[config.mk]
export PLATFORM = sky130hd
export DESIGN_NAME = pacc_top
export DESIGN_NICKNAME = d
export VERILOG_FILES = /design/src/pacc_pkg.sv /design/src/pacc_top.sv /design/src/pacc_edge_detect.sv /design/src/pacc_divider.sv
export VERILOG_INCLUDE_DIRS = /design/src
export SDC_FILE = /design/constraint.sdc
export NUM_CORES = 1
export LEC_CHECK = 0
export BUFFER_PORTS_ARGS = -buffer_cell sky130_fd_sc_hd__buf_2
export CELL_PAD_IN_SITES_DETAIL_PLACEMENT = 0
export CELL_PAD_IN_SITES_GLOBAL_PLACEMENT = 1
export CORE_ASPECT_RATIO = 1.1
export CORE_MARGIN = 4
export CORE_UTILIZATION = 39
export DETAILED_ROUTE_END_ITERATION = 10
export PLACE_DENSITY = 0.85
export SYNTH_ARGS = -nofsm -noshare
export SYNTH_HDL_FRONTEND = slang
export SYNTH_HIERARCHICAL = 1
export SYNTH_SLANG_ARGS = --single-unit
export TNS_END_PERCENT = 20
[constraint.sdc]
create_clock -name clock -period 2.8 [get_ports clock]
set_input_delay 0.42 -clock clock [delete_from_list [all_inputs] [get_ports clock]]
set_output_delay 0.42 -clock clock [all_outputs]
set_load 0.02 [all_outputs]
[src/pacc_defines.svh]
// constants for the pulse accumulator and periodic interrupt block
`ifndef PACC_DEFINES_SVH
`define PACC_DEFINES_SVH
// register byte addresses
`define PACC_ADDR_CONTROL 8'h00
`define PACC_ADDR_COUNT 8'h04
`define PACC_ADDR_FLAGS 8'h08
`define PACC_ADDR_MASKS 8'h0C
// control register fields
`define PACC_CTL_ENABLE 6
`define PACC_CTL_MODE 5
`define PACC_CTL_EDGE 4
`define PACC_CTL_CAPSEL 2
`define PACC_CTL_RATE_HI 1
`define PACC_CTL_RATE_LO 0
`define PACC_CTL_WMASK 8'h77
// flag and mask register fields
`define PACC_FLG_PERIODIC 6
`define PACC_FLG_OVERFLOW 5
`define PACC_FLG_EDGE 4
`define PACC_FLG_WMASK 8'h70
// bus responses
`define PACC_RESP_OKAY 2'h0
`define PACC_RESP_SLVERR 2'h2
// timing
`define PACC_GATE_DIV_LOG2 6
`define PACC_PERIODIC_LOG2 13
`define PACC_COUNT_MAX 8'hFF
`endif

[src/pacc_pkg.sv]
// shared types for the pulse accumulator block
package pacc_pkg;
    typedef logic [7:0] pacc_byte_t;
    typedef enum logic [1:0]
    {
        PACC_WR_IDLE = 2'b00,
        PACC_WR_RESP = 2'b01
    } pacc_wr_e;
endpackage : pacc_pkg

[src/pacc_top.sv]
// pulse accumulator with periodic interrupt timer and AXI4-Lite registers
`timescale 1ns/1ps
`default_nettype none
`include "pacc_defines.svh"
module pacc_top
#(
    parameter int DIV_WIDTH = 16
)
(
    input wire logic clock,
    input wire logic reset,
    input wire logic pulse_input_pin,
    input wire logic [7:0] s_axi_awaddr,
    input wire logic s_axi_awvalid,
    output logic s_axi_awready,
    input wire logic [31:0] s_axi_wdata,
    input wire logic [3:0] s_axi_wstrb,
    input wire logic s_axi_wvalid,
    output logic s_axi_wready,
    output logic [1:0] s_axi_bresp,
    output logic s_axi_bvalid,
    input wire logic s_axi_bready,
    input wire logic [7:0] s_axi_araddr,
    input wire logic s_axi_arvalid,
    output logic s_axi_arready,
    output logic [31:0] s_axi_rdata,
    output logic [1:0] s_axi_rresp,
    output logic s_axi_rvalid,
    input wire logic s_axi_rready,
    output logic irqRequest,
    output logic captureFourEnable,
    output logic compareFiveEnable
);
    typedef struct packed
    {
        logic [7:0] control;
        logic [7:0] countValue;
        logic [2:0] flags;
        logic [2:0] masks;
        logic awHeld;
        logic [7:0] awAddr;
        logic wHeld;
        logic [31:0] wData;
        logic [3:0] wStrb;
        pacc_pkg::pacc_wr_e wrState;
        logic [1:0] bResp;
        logic rValid;
        logic [31:0] rData;
        logic [1:0] rResp;
        logic irq;
        logic cap4;
        logic cmp5;
    } pacc_top_s;
    pacc_top_s state_reg;
    pacc_top_s state_next;

    logic [DIV_WIDTH-1:0] divCount;
    logic selEdge;
    logic gateActive;
    logic gateTick;
    logic periodicTick;
    logic countStep;
    logic edgeEvent;
    logic ovfEvent;
    logic periodicEvent;
    logic wrFire;
    logic [7:0] ctl;

    // flag bits packed into their register positions
    function automatic pacc_pkg::pacc_byte_t packFlags(input logic [2:0] f);
        pacc_pkg::pacc_byte_t b;
        b = '0;
        b[`PACC_FLG_PERIODIC] = f[2];
        b[`PACC_FLG_OVERFLOW] = f[1];
        b[`PACC_FLG_EDGE] = f[0];
        return b;
    endfunction : packFlags

    // tick as the low n divider bits reach all ones: one clock short of a full period after reset, never at it
    function automatic logic tapTick(input logic [DIV_WIDTH-1:0] c, input int n);
        logic t;
        t = 1'b1;
        for (int i = 0; i < DIV_WIDTH; i++)
        begin
            if (i < n && !c[i])
            begin
                t = 1'b0;
            end
        end
        return t;
    endfunction : tapTick

    pacc_divider #(.WIDTH(DIV_WIDTH)) uDivider
    (
        .clock(clock),
        .reset(reset),
        .count(divCount)
    );

    pacc_edge_detect uEdge
    (
        .clock(clock),
        .reset(reset),
        .pulseIn(pulse_input_pin),
        .edgePolarity(state_reg.control[`PACC_CTL_EDGE]),
        .selEdge(selEdge),
        .gateActive(gateActive)
    );

    assign ctl = state_reg.control;
    // one free-running chain serves both taps; no prescaler sits in front
    assign gateTick = tapTick(divCount, `PACC_GATE_DIV_LOG2);
    // the divider never restarts on flag clear, so periods run back to back
    assign periodicTick = tapTick(divCount,
        `PACC_PERIODIC_LOG2 + int'(ctl[`PACC_CTL_RATE_HI:`PACC_CTL_RATE_LO]));

    // counting source chosen by mode, blocked while disabled
    always_comb
    begin
        countStep = 1'b0;
        if (ctl[`PACC_CTL_ENABLE])
        begin
            if (!ctl[`PACC_CTL_MODE])
            begin
                countStep = selEdge;
            end
            else
            begin
                countStep = gateTick & gateActive;
            end
        end
    end
    // in gated mode the selected edge is the gate falling inactive
    assign edgeEvent = ctl[`PACC_CTL_ENABLE] & selEdge;
    assign ovfEvent = countStep & (state_reg.countValue == `PACC_COUNT_MAX);
    assign periodicEvent = periodicTick;
    assign wrFire = state_reg.awHeld & state_reg.wHeld &
        (state_reg.wrState == pacc_pkg::PACC_WR_IDLE);

    // register file, counter and bus slave in one next-state process
    always_comb
    begin
        logic [7:0] wb;
        logic [2:0] clr;
        wb = state_reg.wData[7:0];
        clr = '0;
        state_next = state_reg;
        // counting happens in one clock edge, so reads see a whole value
        if (countStep)
        begin
            state_next.countValue = state_reg.countValue + 8'h01;
        end
        // write channels taken independently, either order
        if (!state_reg.awHeld && s_axi_awvalid)
        begin
            state_next.awHeld = 1'b1;
            state_next.awAddr = s_axi_awaddr;
        end
        if (!state_reg.wHeld && s_axi_wvalid)
        begin
            state_next.wHeld = 1'b1;
            state_next.wData = s_axi_wdata;
            state_next.wStrb = s_axi_wstrb;
        end
        case (state_reg.wrState)
            pacc_pkg::PACC_WR_IDLE:
            begin
                if (wrFire)
                begin
                    state_next.bResp = `PACC_RESP_OKAY;
                    if (state_reg.wStrb[0])
                    begin
                        if (state_reg.awAddr == `PACC_ADDR_CONTROL)
                        begin
                            state_next.control = wb & `PACC_CTL_WMASK;
                        end
                        else if (state_reg.awAddr == `PACC_ADDR_COUNT)
                        begin
                            // software write wins over a same-cycle increment
                            state_next.countValue = wb;
                        end
                        else if (state_reg.awAddr == `PACC_ADDR_FLAGS)
                        begin
                            clr = {wb[`PACC_FLG_PERIODIC], wb[`PACC_FLG_OVERFLOW],
                                wb[`PACC_FLG_EDGE]};
                        end
                        else if (state_reg.awAddr == `PACC_ADDR_MASKS)
                        begin
                            state_next.masks = {wb[`PACC_FLG_PERIODIC],
                                wb[`PACC_FLG_OVERFLOW], wb[`PACC_FLG_EDGE]};
                        end
                        else
                        begin
                            state_next.bResp = `PACC_RESP_SLVERR;
                        end
                    end
                    else if (state_reg.awAddr != `PACC_ADDR_CONTROL &&
                        state_reg.awAddr != `PACC_ADDR_COUNT &&
                        state_reg.awAddr != `PACC_ADDR_FLAGS &&
                        state_reg.awAddr != `PACC_ADDR_MASKS)
                    begin
                        state_next.bResp = `PACC_RESP_SLVERR;
                    end
                    state_next.wrState = pacc_pkg::PACC_WR_RESP;
                end
            end
            pacc_pkg::PACC_WR_RESP:
            begin
                if (s_axi_bready)
                begin
                    state_next.wrState = pacc_pkg::PACC_WR_IDLE;
                    state_next.awHeld = 1'b0;
                    state_next.wHeld = 1'b0;
                end
            end
            default:
            begin
                state_next.wrState = pacc_pkg::PACC_WR_IDLE;
            end
        endcase
        // set beats clear for every flag
        state_next.flags = (state_reg.flags & ~clr) |
            {periodicEvent, ovfEvent, edgeEvent};
        // read channel: count is always readable, gate state irrelevant
        if (state_reg.rValid)
        begin
            if (s_axi_rready)
            begin
                state_next.rValid = 1'b0;
            end
        end
        else if (s_axi_arvalid)
        begin
            state_next.rValid = 1'b1;
            state_next.rResp = `PACC_RESP_OKAY;
            state_next.rData = '0;
            if (s_axi_araddr == `PACC_ADDR_CONTROL)
            begin
                state_next.rData[7:0] = state_reg.control;
            end
            else if (s_axi_araddr == `PACC_ADDR_COUNT)
            begin
                state_next.rData[7:0] = state_reg.countValue;
            end
            else if (s_axi_araddr == `PACC_ADDR_FLAGS)
            begin
                state_next.rData[7:0] = packFlags(state_reg.flags);
            end
            else if (s_axi_araddr == `PACC_ADDR_MASKS)
            begin
                state_next.rData[7:0] = packFlags(state_reg.masks);
            end
            else
            begin
                state_next.rResp = `PACC_RESP_SLVERR;
            end
        end
        // enables gate the level request, never the flags themselves
        state_next.irq = |(state_next.flags & state_next.masks);
        state_next.cap4 = state_next.control[`PACC_CTL_CAPSEL];
        state_next.cmp5 = ~state_next.control[`PACC_CTL_CAPSEL];
    end

    // count value keeps its contents through reset
    always_ff @(posedge clock)
    begin
        if (reset)
        begin
            state_reg <= '0;
            state_reg.countValue <= state_reg.countValue;
            state_reg.cmp5 <= 1'b1;
        end
        else
        begin
            state_reg <= state_next;
        end
    end

    assign s_axi_awready = ~state_reg.awHeld;
    assign s_axi_wready = ~state_reg.wHeld;
    assign s_axi_bvalid = (state_reg.wrState == pacc_pkg::PACC_WR_RESP);
    assign s_axi_bresp = state_reg.bResp;
    assign s_axi_arready = ~state_reg.rValid;
    assign s_axi_rvalid = state_reg.rValid;
    assign s_axi_rdata = state_reg.rData;
    assign s_axi_rresp = state_reg.rResp;
    assign irqRequest = state_reg.irq;
    assign captureFourEnable = state_reg.cap4;
    assign compareFiveEnable = state_reg.cmp5;
endmodule : pacc_top
`default_nettype wire

[src/pacc_edge_detect.sv]
// edge detector and gate qualifier on the pulse input
`timescale 1ns/1ps
`default_nettype none
`include "pacc_defines.svh"
module pacc_edge_detect
(
    input wire logic clock,
    input wire logic reset,
    input wire logic pulseIn,
    input wire logic edgePolarity,
    output logic selEdge,
    output logic gateActive
);
    typedef struct packed
    {
        logic last;
    } pacc_ed_s;
    pacc_ed_s state_reg;
    pacc_ed_s state_next;

    // remember last level
    always_comb
    begin
        state_next = state_reg;
        state_next.last = pulseIn;
    end

    always_ff @(posedge clock)
    begin
        if (reset)
        begin
            state_reg.last <= pulseIn; // idle level, so no false edge follows reset
        end
        else
        begin
            state_reg <= state_next;
        end
    end

    // polarity 0: falling edge, 1: rising edge; gate active opposite of inhibit level
    assign selEdge = edgePolarity ? (pulseIn & ~state_reg.last) : (~pulseIn & state_reg.last);
    assign gateActive = edgePolarity ? ~pulseIn : pulseIn;
endmodule : pacc_edge_detect
`default_nettype wire

[src/pacc_divider.sv]
// free-running power-of-two divider; its taps are decoded into ticks in pacc_top
`timescale 1ns/1ps
`default_nettype none
`include "pacc_defines.svh"
module pacc_divider
#(
    parameter int WIDTH = 16
)
(
    input wire logic clock,
    input wire logic reset,
    output logic [WIDTH-1:0] count
);
    typedef struct packed
    {
        logic [WIDTH-1:0] cnt;
    } pacc_div_s;
    pacc_div_s state_reg;
    pacc_div_s state_next;

    // runs on every clock, only reset stops it
    always_comb
    begin
        state_next = state_reg;
        state_next.cnt = state_reg.cnt + 1'b1;
    end

    always_ff @(posedge clock)
    begin
        if (reset)
        begin
            state_reg <= '0;
        end
        else
        begin
            state_reg <= state_next;
        end
    end

    assign count = state_reg.cnt;
endmodule : pacc_divider
`default_nettype wire

==> results.md, run 1 <==
- Drt pass-1 iters: 5
- # port buffers: 50
- Leak Pwr: between 0.0015 and 0.002 uW
- Synthesis-stage register bit count: 70
- Dominant synthesized flop cell: dfxtp_1
- Post-Syn Instances: 384
- Hold Path Depth: 1
- Overall routing resource usage: 0.136
- First-pass GRT wire length: roughly 12000 microns
- Die span in x: 99.2 microns
- MaxCap Viol Count: 0
- Drt wl/cell: roughly 13 microns
- Worst reg2reg path endpoint: state_reg[99]$_DFFE_PN_
- Tightest Pin Transition: 874 ps
- Largest stage delay, worst path: around 480 ps
- Power Total: a little over 2000 uW
- Layout cell share with drive strength beyond 1: 0.195
- Hold buffers post-CTS: 0
- Initial antenna violation count: 0
- Startpoint Class: register
- Die Span Y: 108 microns
- GRT met1 Usage: 0.177
- Synth Warn #: 6
- Via count: between 2000 and 3000
- GR Util met2: 0.213
- Worst EP arrival: ~2200 ps
- Critical path required time: 2890 ps
- Crit-path max FO: 6
- R2r worst-path depth: 5
- Final Non-Filler Cells: between 500 and 600
- Total negative slack: 0 ps
- Core box area: 8920 sq um
- Max Clock Freq: roughly 470 MHz
- RSZ-0062 raised after global routing: no
- Slew Limit Fails: 0
- Hold Slack: between 200 and 250 ps
- Syn Area/Cell: 9.30 sq um
- TritonCTS clock tree: yes
- GRT Max-Usage Layer: met2
- Clk buf depth: 2
- Post-synth EDFFs: 8
- Minimum clock period: about 2100 ps
- Rows: 36
- Worst-path clk slew: around 70 ps
- CTS HTree Levels: 3
- Final nets: slightly below 500
- Antenna Nets Post-Route: 0
- Num Clock Sinks: 70
- CTS Buf Count: 9
- R2R Setup Slk: ~700 ps
- Relative slew margins: 0.416
- HPWL after DPL: ~5300 microns
- Clk_skew: 3.41 ps
- Cells after DPL: ~520
- Pwr/cell area: between 500 and 600 nW/um^2
- Worst Hold End: uEdge/state_reg$_DFF_P_
- FF-to-FF Start: uDivider/count[2]$_SDFF_PP0_
- Grt ovf: 0
- Vias per std cell: roughly 5.0
- Critical-path cell list: nand4_1, o32ai_4, or3b_1, xnor2_1, mux2_2
- Max reg flops: 34
- Skew-Pair Late Insertion Delay: about 340 ps
- # IOs: about 100
- Final wirelength: around 7000 microns
- Synth-to-layout area growth: 9.43%
- Synth Cell Area: 3570 sq um
- Crit path capture type: register
- VDD IR-drop max: 0.000291 V
- Final period util: 0.756
- Die Footprint: 10800 sq um
- Clk root buf: clkbuf_8
- Min-delay worst type: in -> reg
- Vias in the first global route: 2529
- Critical path class: reg -> reg
- Status: complete, no violations
- Remaining DRCs: 0
- Starting Density: 0.400
- Hold_sp: pulse_input_pin
- Post-synth cell types: 52
- Initial DRC count: ~130
- # setup viols final: 0
- Hold Vio Cnt, Final: 0
- Final GP Congestion: between 0.8 and 0.9
- Met3 GRT Util: 0.0465
- Sequential share of the synthesized area: 0.415
- Post-synth ARST share: 0
- Crit-path slowest cell: dfxtp_1
- Post-CTS Setup Repair Bufs: 0
- # resized after CTS: 0
- Pin count of the biggest net entering global routing: 39
- Diode count: 0
## critical path, delay by kind of cell (launching register included)
kind                      cells  cell delay (ps)
DFF                           1              480
AOI/OAI and AO/OA             1              360
and+or+nand+nor               2              640
xor gates and xnor gates      1              130
muxes                         1              260
## power breakdown
group          switching, uW  internal, uW
clock                    353           389
sequential              36.5          1050
combinational            119          67.5
total                    508          1500
## cells by family after synthesis
family | share of synthesized area
AND/OR/NAND/NOR | 0.224
flip-flops | 0.415
buffers and inverters | 0.113
AO/OA/AOI/OAI | 0.108
multiplexers | 0.0911
XOR/XNOR | 0.0270
adder cells (fa/ha/maj) | 0.0210
other | 0.00105
## worst max path at each step
stage | cells after the start | slack [ps] | endpoint | start
2_1_floorplan | 5 | 740 | state_reg[99]$_DFFE_PN_ | uDivider/count[2]$_SDFF_PP0_
3_3_place_gp | 8 | 650 | state_reg[99]$_DFFE_PN_ | pulse_input_pin
3_5_place_dp | 8 | 590 | state_reg[99]$_DFFE_PN_ | pulse_input_pin
4_1_cts | 5 | 680 | state_reg[99]$_DFFE_PN_ | uDivider/count[2]$_SDFF_PP0_
5_1_grt | 5 | 570 | state_reg[99]$_DFFE_PN_ | uDivider/count[2]$_SDFF_PP0_
6_report | 5 | 680 | state_reg[99]$_DFFE_PN_ | uDivider/count[2]$_SDFF_PP0_
## layout make-up
type | count | area [sq um]
Clock buffer | 14 | 173
Clock inverter | 1 | 5.00
Fill cell | 877 | 5010
Inverter | 14 | 52.6
Multi-Input combinational cell | 273 | 1780
Sequential cell | 70 | 1480
Tap cell | 114 | 143
Timing Repair Buffer | 53 | 273
## per-stage QoR
stage | area [sq um] | setup slack (ps) | utilization
6_report | 3910 | 683 | 0.438
5_1_grt | 3910 | 566 | 0.438
4_1_cts | 3910 | 679 | 0.438
3_5_place_dp | 3730 | 589 | 0.418
3_3_place_gp | 3730 | 646 | 0.418
2_1_floorplan | 3660 | 745 | -
## layer usage
metal	vias up	wire length (microns)
met1	1230	3250
met2	85	3210
met4	0	91
met5	-	0
met3	9	584
li1	1357	-
## cell usage after synthesis (3+ instances only)
master	instances	area [sq um]
or3_1	3	18.8
mux4_2	3	67.6
a22oi_1	7	52.6
o21ai_0	9	45.0
nor2_1	45	169
mux2i_1	19	190
buf_4	36	270
nand4_1	12	75.1
or4_1	5	37.5
nor2b_1	8	50.1
dfxtp_1	62	1240
a21oi_1	29	145
edfxtp_1	8	240
clkbuf_1	13	48.8
nand2b_1	6	37.5
mux2_2	3	33.8
mux2_1	3	33.8
inv_1	14	52.6
nand3_1	7	35.0
ha_1	6	75.1
xnor2_1	4	35.0
xor2_1	7	61.3
o31ai_1	4	30.0
nor4_4	4	85.1
nand2_1	32	120
## cells in the final DEF, fill, tap and decap left out, drive strengths merged, types with 9 or more instances in the layout
master / netlist / layout
dfxtp: 62 / 62
buf: 39 / 53
nor2: 45 / 45
nand2: 32 / 32
a21oi: 29 / 29
conb: 1 / 26
mux2i: 19 / 19
nand4: 15 / 15
inv: 14 / 14
clkbuf: 13 / 14
o21ai: 9 / 9
Power figures use the tool's default switching activity.
==> run 2, diff against run 1 <==
- ABC_AREA: unset -> 1
- CORE_UTILIZATION: 39 -> 33
- PLACE_DENSITY: 0.85 -> 0.79
- clock period: 2.8 -> 1.7 ns (I/O delays scaled with it)
==> results.md, run 2 <==
- Pwr/cell area: 908 nW/um^2 (was 515 nW/um^2)
- MaxCap Viol Count: 0 (unchanged)
- Slew Limit Fails: 0 (unchanged)
- Post-synth ARST share: 0 (unchanged)
- # setup viols final: 0 (unchanged)
- Clk root buf: clkbuf_16 (was clkbuf_8)
- Vias in the first global route: 3303 (was 2529)
- Crit-path slowest cell: dfxtp_1 (unchanged)
- Min-delay worst type: in -> reg (unchanged)
- Max reg flops: 34 (unchanged)
- Drt pass-1 iters: 4 (was 5)
- Hold Vio Cnt, Final: 0 (unchanged)
- # port buffers: 50 (unchanged)
- DP Area: 4100 sq um (was 3730 sq um)
- Max Clock Freq: 661 MHz (was 472 MHz)
- # IOs: 104 (unchanged)
- Final wirelength: 8720 microns (was 7140 microns)
- Status: complete, no violations (unchanged)
- Most frequent cells in the layout: nand2_1, nor2_1, inv_1 (was dfxtp_1, buf_2, nor2_1)
- HPWL after DPL: 6840 microns (was 5250 microns)
- Most common cell after layout, fill and taps aside: nand2_1 (was dfxtp_1)
- Remaining DRCs: 0 (unchanged)
- Antenna Nets Post-Route: 0 (unchanged)
- Final GP Congestion: 0.815 (was 0.866)
- Via count: 3334 (was 2681)
- CTS HTree Levels: 3 (unchanged)
- CTS Buf Count: 9 (unchanged)
- Skew-Pair Late Insertion Delay: 330 ps (was 340 ps)
- Finished Cell Area: 4400 sq um (was 3910 sq um)
- Area contributors post-synth: dfxtp_1, nand2_1, buf_4 (was dfxtp_1, buf_4, edfxtp_1)
- VDD IR-drop max: 0.000406 V (was 0.000291 V)
- Total negative slack: 0 ps (unchanged)
- Largest stage delay, worst path: 380 ps (was 480 ps)
- Int Pwr: 2940 uW (was 1500 uW)
- Switching Share: 0.264 (was 0.253)
- Fillers: 1234 (was 877)
- Power Total: 3990 uW (was 2010 uW)
- Startpoint Class: register (unchanged)
- Area leader, netlist: dfxtp_1 (unchanged)
- Post-place setup slack: 154 ps (was 589 ps)
- Clk_skew: 5.56 ps (was 3.41 ps)
- Initial antenna violation count: 0 (unchanged)
- Final period util: 0.890 (was 0.756)
- Overall routing resource usage: 0.134 (was 0.136)
- Post-synth cell types: 33 (was 52)
- Post-synth EDFFs: 8 (unchanged)
- Crit-path most repeated cell: nand2_1
- Initial DRC count: 209 (was 133)
- Worst Setup Slack, final: 187 ps (was 683 ps)
- RSZ-0062 raised after global routing: no (unchanged)
- Post-synthesis compound-gate area fraction: 0.122 (was 0.108)
- Post-Synth Simple-Gate Area: 0.290 (was 0.224)
- First-pass GRT wire length: 14900 microns (was 11900 microns)
- Share of the synthesized area in the top cell type: 0.325 (was 0.348)
- Minimum clock period: 1510 ps (was 2120 ps)
- TritonCTS clock tree: yes (unchanged)
- Rows: 40 (was 36)
- Pin count of the biggest net entering global routing: 21 (was 39)
- Dominant synthesized flop cell: dfxtp_1 (unchanged)
- Post-synthesis adder-cell area fraction: 0.0196 (was 0.0210)
- Count leader, synth: nand2_1 (was dfxtp_1)
- Main combinational cell family by area after synthesis: simple AND/OR/NAND/NOR gates (unchanged)
- Sequential share of the synthesized area: 0.388 (was 0.415)
- Core box area: 11100 sq um (was 8920 sq um)
- Worst path bufs/invs: 2 (was 0)
- Synth Cell Area: 3820 sq um (was 3570 sq um)
- Synth Warn #: 6 (unchanged)
- Top delay family on crit path: simple AND/OR/NAND/NOR gates (unchanged)
- Sequential share of power: 0.453 (was 0.539)
- Layout cell share with drive strength beyond 1: 0.182 (was 0.195)
- Die Footprint: 13400 sq um (was 10800 sq um)
- Critical path required time: 1790 ps (was 2890 ps)
- Synthesis-stage register bit count: 70 (unchanged)
- Critical path class: reg -> reg (unchanged)
- Diode count: 0 (unchanged)
- XOR/XNOR share of the synthesized area: 0.0183 (was 0.0270)
- Multi-input logic area: 1820 sq um (was 1780 sq um)
- Starting Density: 0.344 (was 0.400)
- Combinational share of power: 0.102 (was 0.093)
- Post-Syn Instances: 539 (was 384)
- Crit path capture type: register (unchanged)
- Die span in x: 111 microns (was 99.2 microns)
- Final nets: 656 (was 487)
- Leak Pwr: 0.00203 uW (was 0.00161 uW)
- Clk buf depth: 2 (unchanged)
- Worst EP arrival: 1610 ps (was 2210 ps)
- Die Span Y: 121 microns (was 108 microns)
- Worst-path clk slew: 60 ps (was 70 ps)
- Syn Area/Cell: 7.09 sq um (was 9.30 sq um)
- Top cells by count, synth: nand2_1, nor2_1, inv_1 (was dfxtp_1, nor2_1, buf_4)
- Drt wl/cell: 11.7 microns (was 13.2 microns)
- Critical-path cell list: nand4_1, nor2_2, nand2_1, nand2_1, inv_1, nand2_1, nand3_1, nand2_1, inv_1 (was nand4_1, o32ai_4, or3b_1, xnor2_1, mux2_2)
- Post-synthesis mux area share: 0 (was 0.0911)
- Register area: 1480 sq um (unchanged)
- Grt ovf: 0 (unchanged)
- Synth-to-layout area growth: 15.1% (was 9.43%)
- Num Clock Sinks: 70 (unchanged)
- Vias per std cell: 4.49 (was 4.97)
- NetSw: 1050 uW (was 508 uW)
- Crit-path max FO: 6 (unchanged)
- Clock share of power: 0.445 (was 0.369)
-- run 2: cell count changes after synthesis, moves of 9 or more --
cell and change:
nor2_1 +25, inv_1 +53, nand3_1 +31, mux2i_1 -19
nor2_2 +9, clkbuf_1 -9, o21ai_0 +19, nand2_1 +79
-- run 2: cells by family (layout without fill, tap and decap cells) --
| kind of cell | Yosys count | in the layout |
|---|---|---|
| and+or+nand+nor | 251 | 251 |
| buffers and inverters | 121 | 152 |
| AOI/OAI and AO/OA | 82 | 82 |
| DFF | 70 | 70 |
| xor gates and xnor gates | 8 | 8 |
| adders and majority gates | 6 | 6 |
| other | 1 | 26 |
-- run 2: power groups by stage --
stage               combinational, uW  clock (uW)  sequential [uW]
global placement                  401           0             1840
finish                            407        1780             1810
global route                      463        1890             1820
detailed placement                408           0             1850
CTS                               410        1830             1810
floorplan                         349           0             1830
-- run 2: routing by layer --
metal	track usage	wire length (microns)
met1	0.161	3870
met2	0.237	4280
met3	0.0359	472
met4	0.0385	96
met5	0	0
-- run 2: final cells by class --
class	instances	area share
inverters	74	0.0643
well taps	147	0.0418
repair buffers	62	0.0774
flip-flops and latches	70	0.337
clock inverters	5	0.00768
clock buffers	11	0.0575
multi-input cells	373	0.415
-- run 2: stage by stage --
stage | utilization | hold WS, ps | std cells
floorplan | - | 283 | 564
global placement | 0.369 | 410 | 725
detailed placement | 0.369 | 420 | 725
CTS | 0.395 | 75.2 | 741
global route | 0.396 | 78.9 | 742
finish | 0.396 | 82.2 | 742
-- run 2: what timing repair did --
item	CTS	global route
gates resized for setup	0	1
setup buffers	0	1
endpoints found under the setup margin	0	6
hold buffers	0	0
-- run 2: final timing paths --
check | cells after the start | from | slack [ps] | end
max | 9 | uDivider/count[4]$_SDFF_PP0_ | 190 | state_reg[98]$_DFFE_PN_
min | 1 | pulse_input_pin | 80 | uEdge/state_reg$_DFF_P_
max reg2reg | 9 | uDivider/count[4]$_SDFF_PP0_ | 190 | state_reg[98]$_DFFE_PN_
min reg2reg | 2 | state_reg[49]$_SDFFE_PP0P_ | 460 | state_reg[49]$_SDFFE_PP0P_
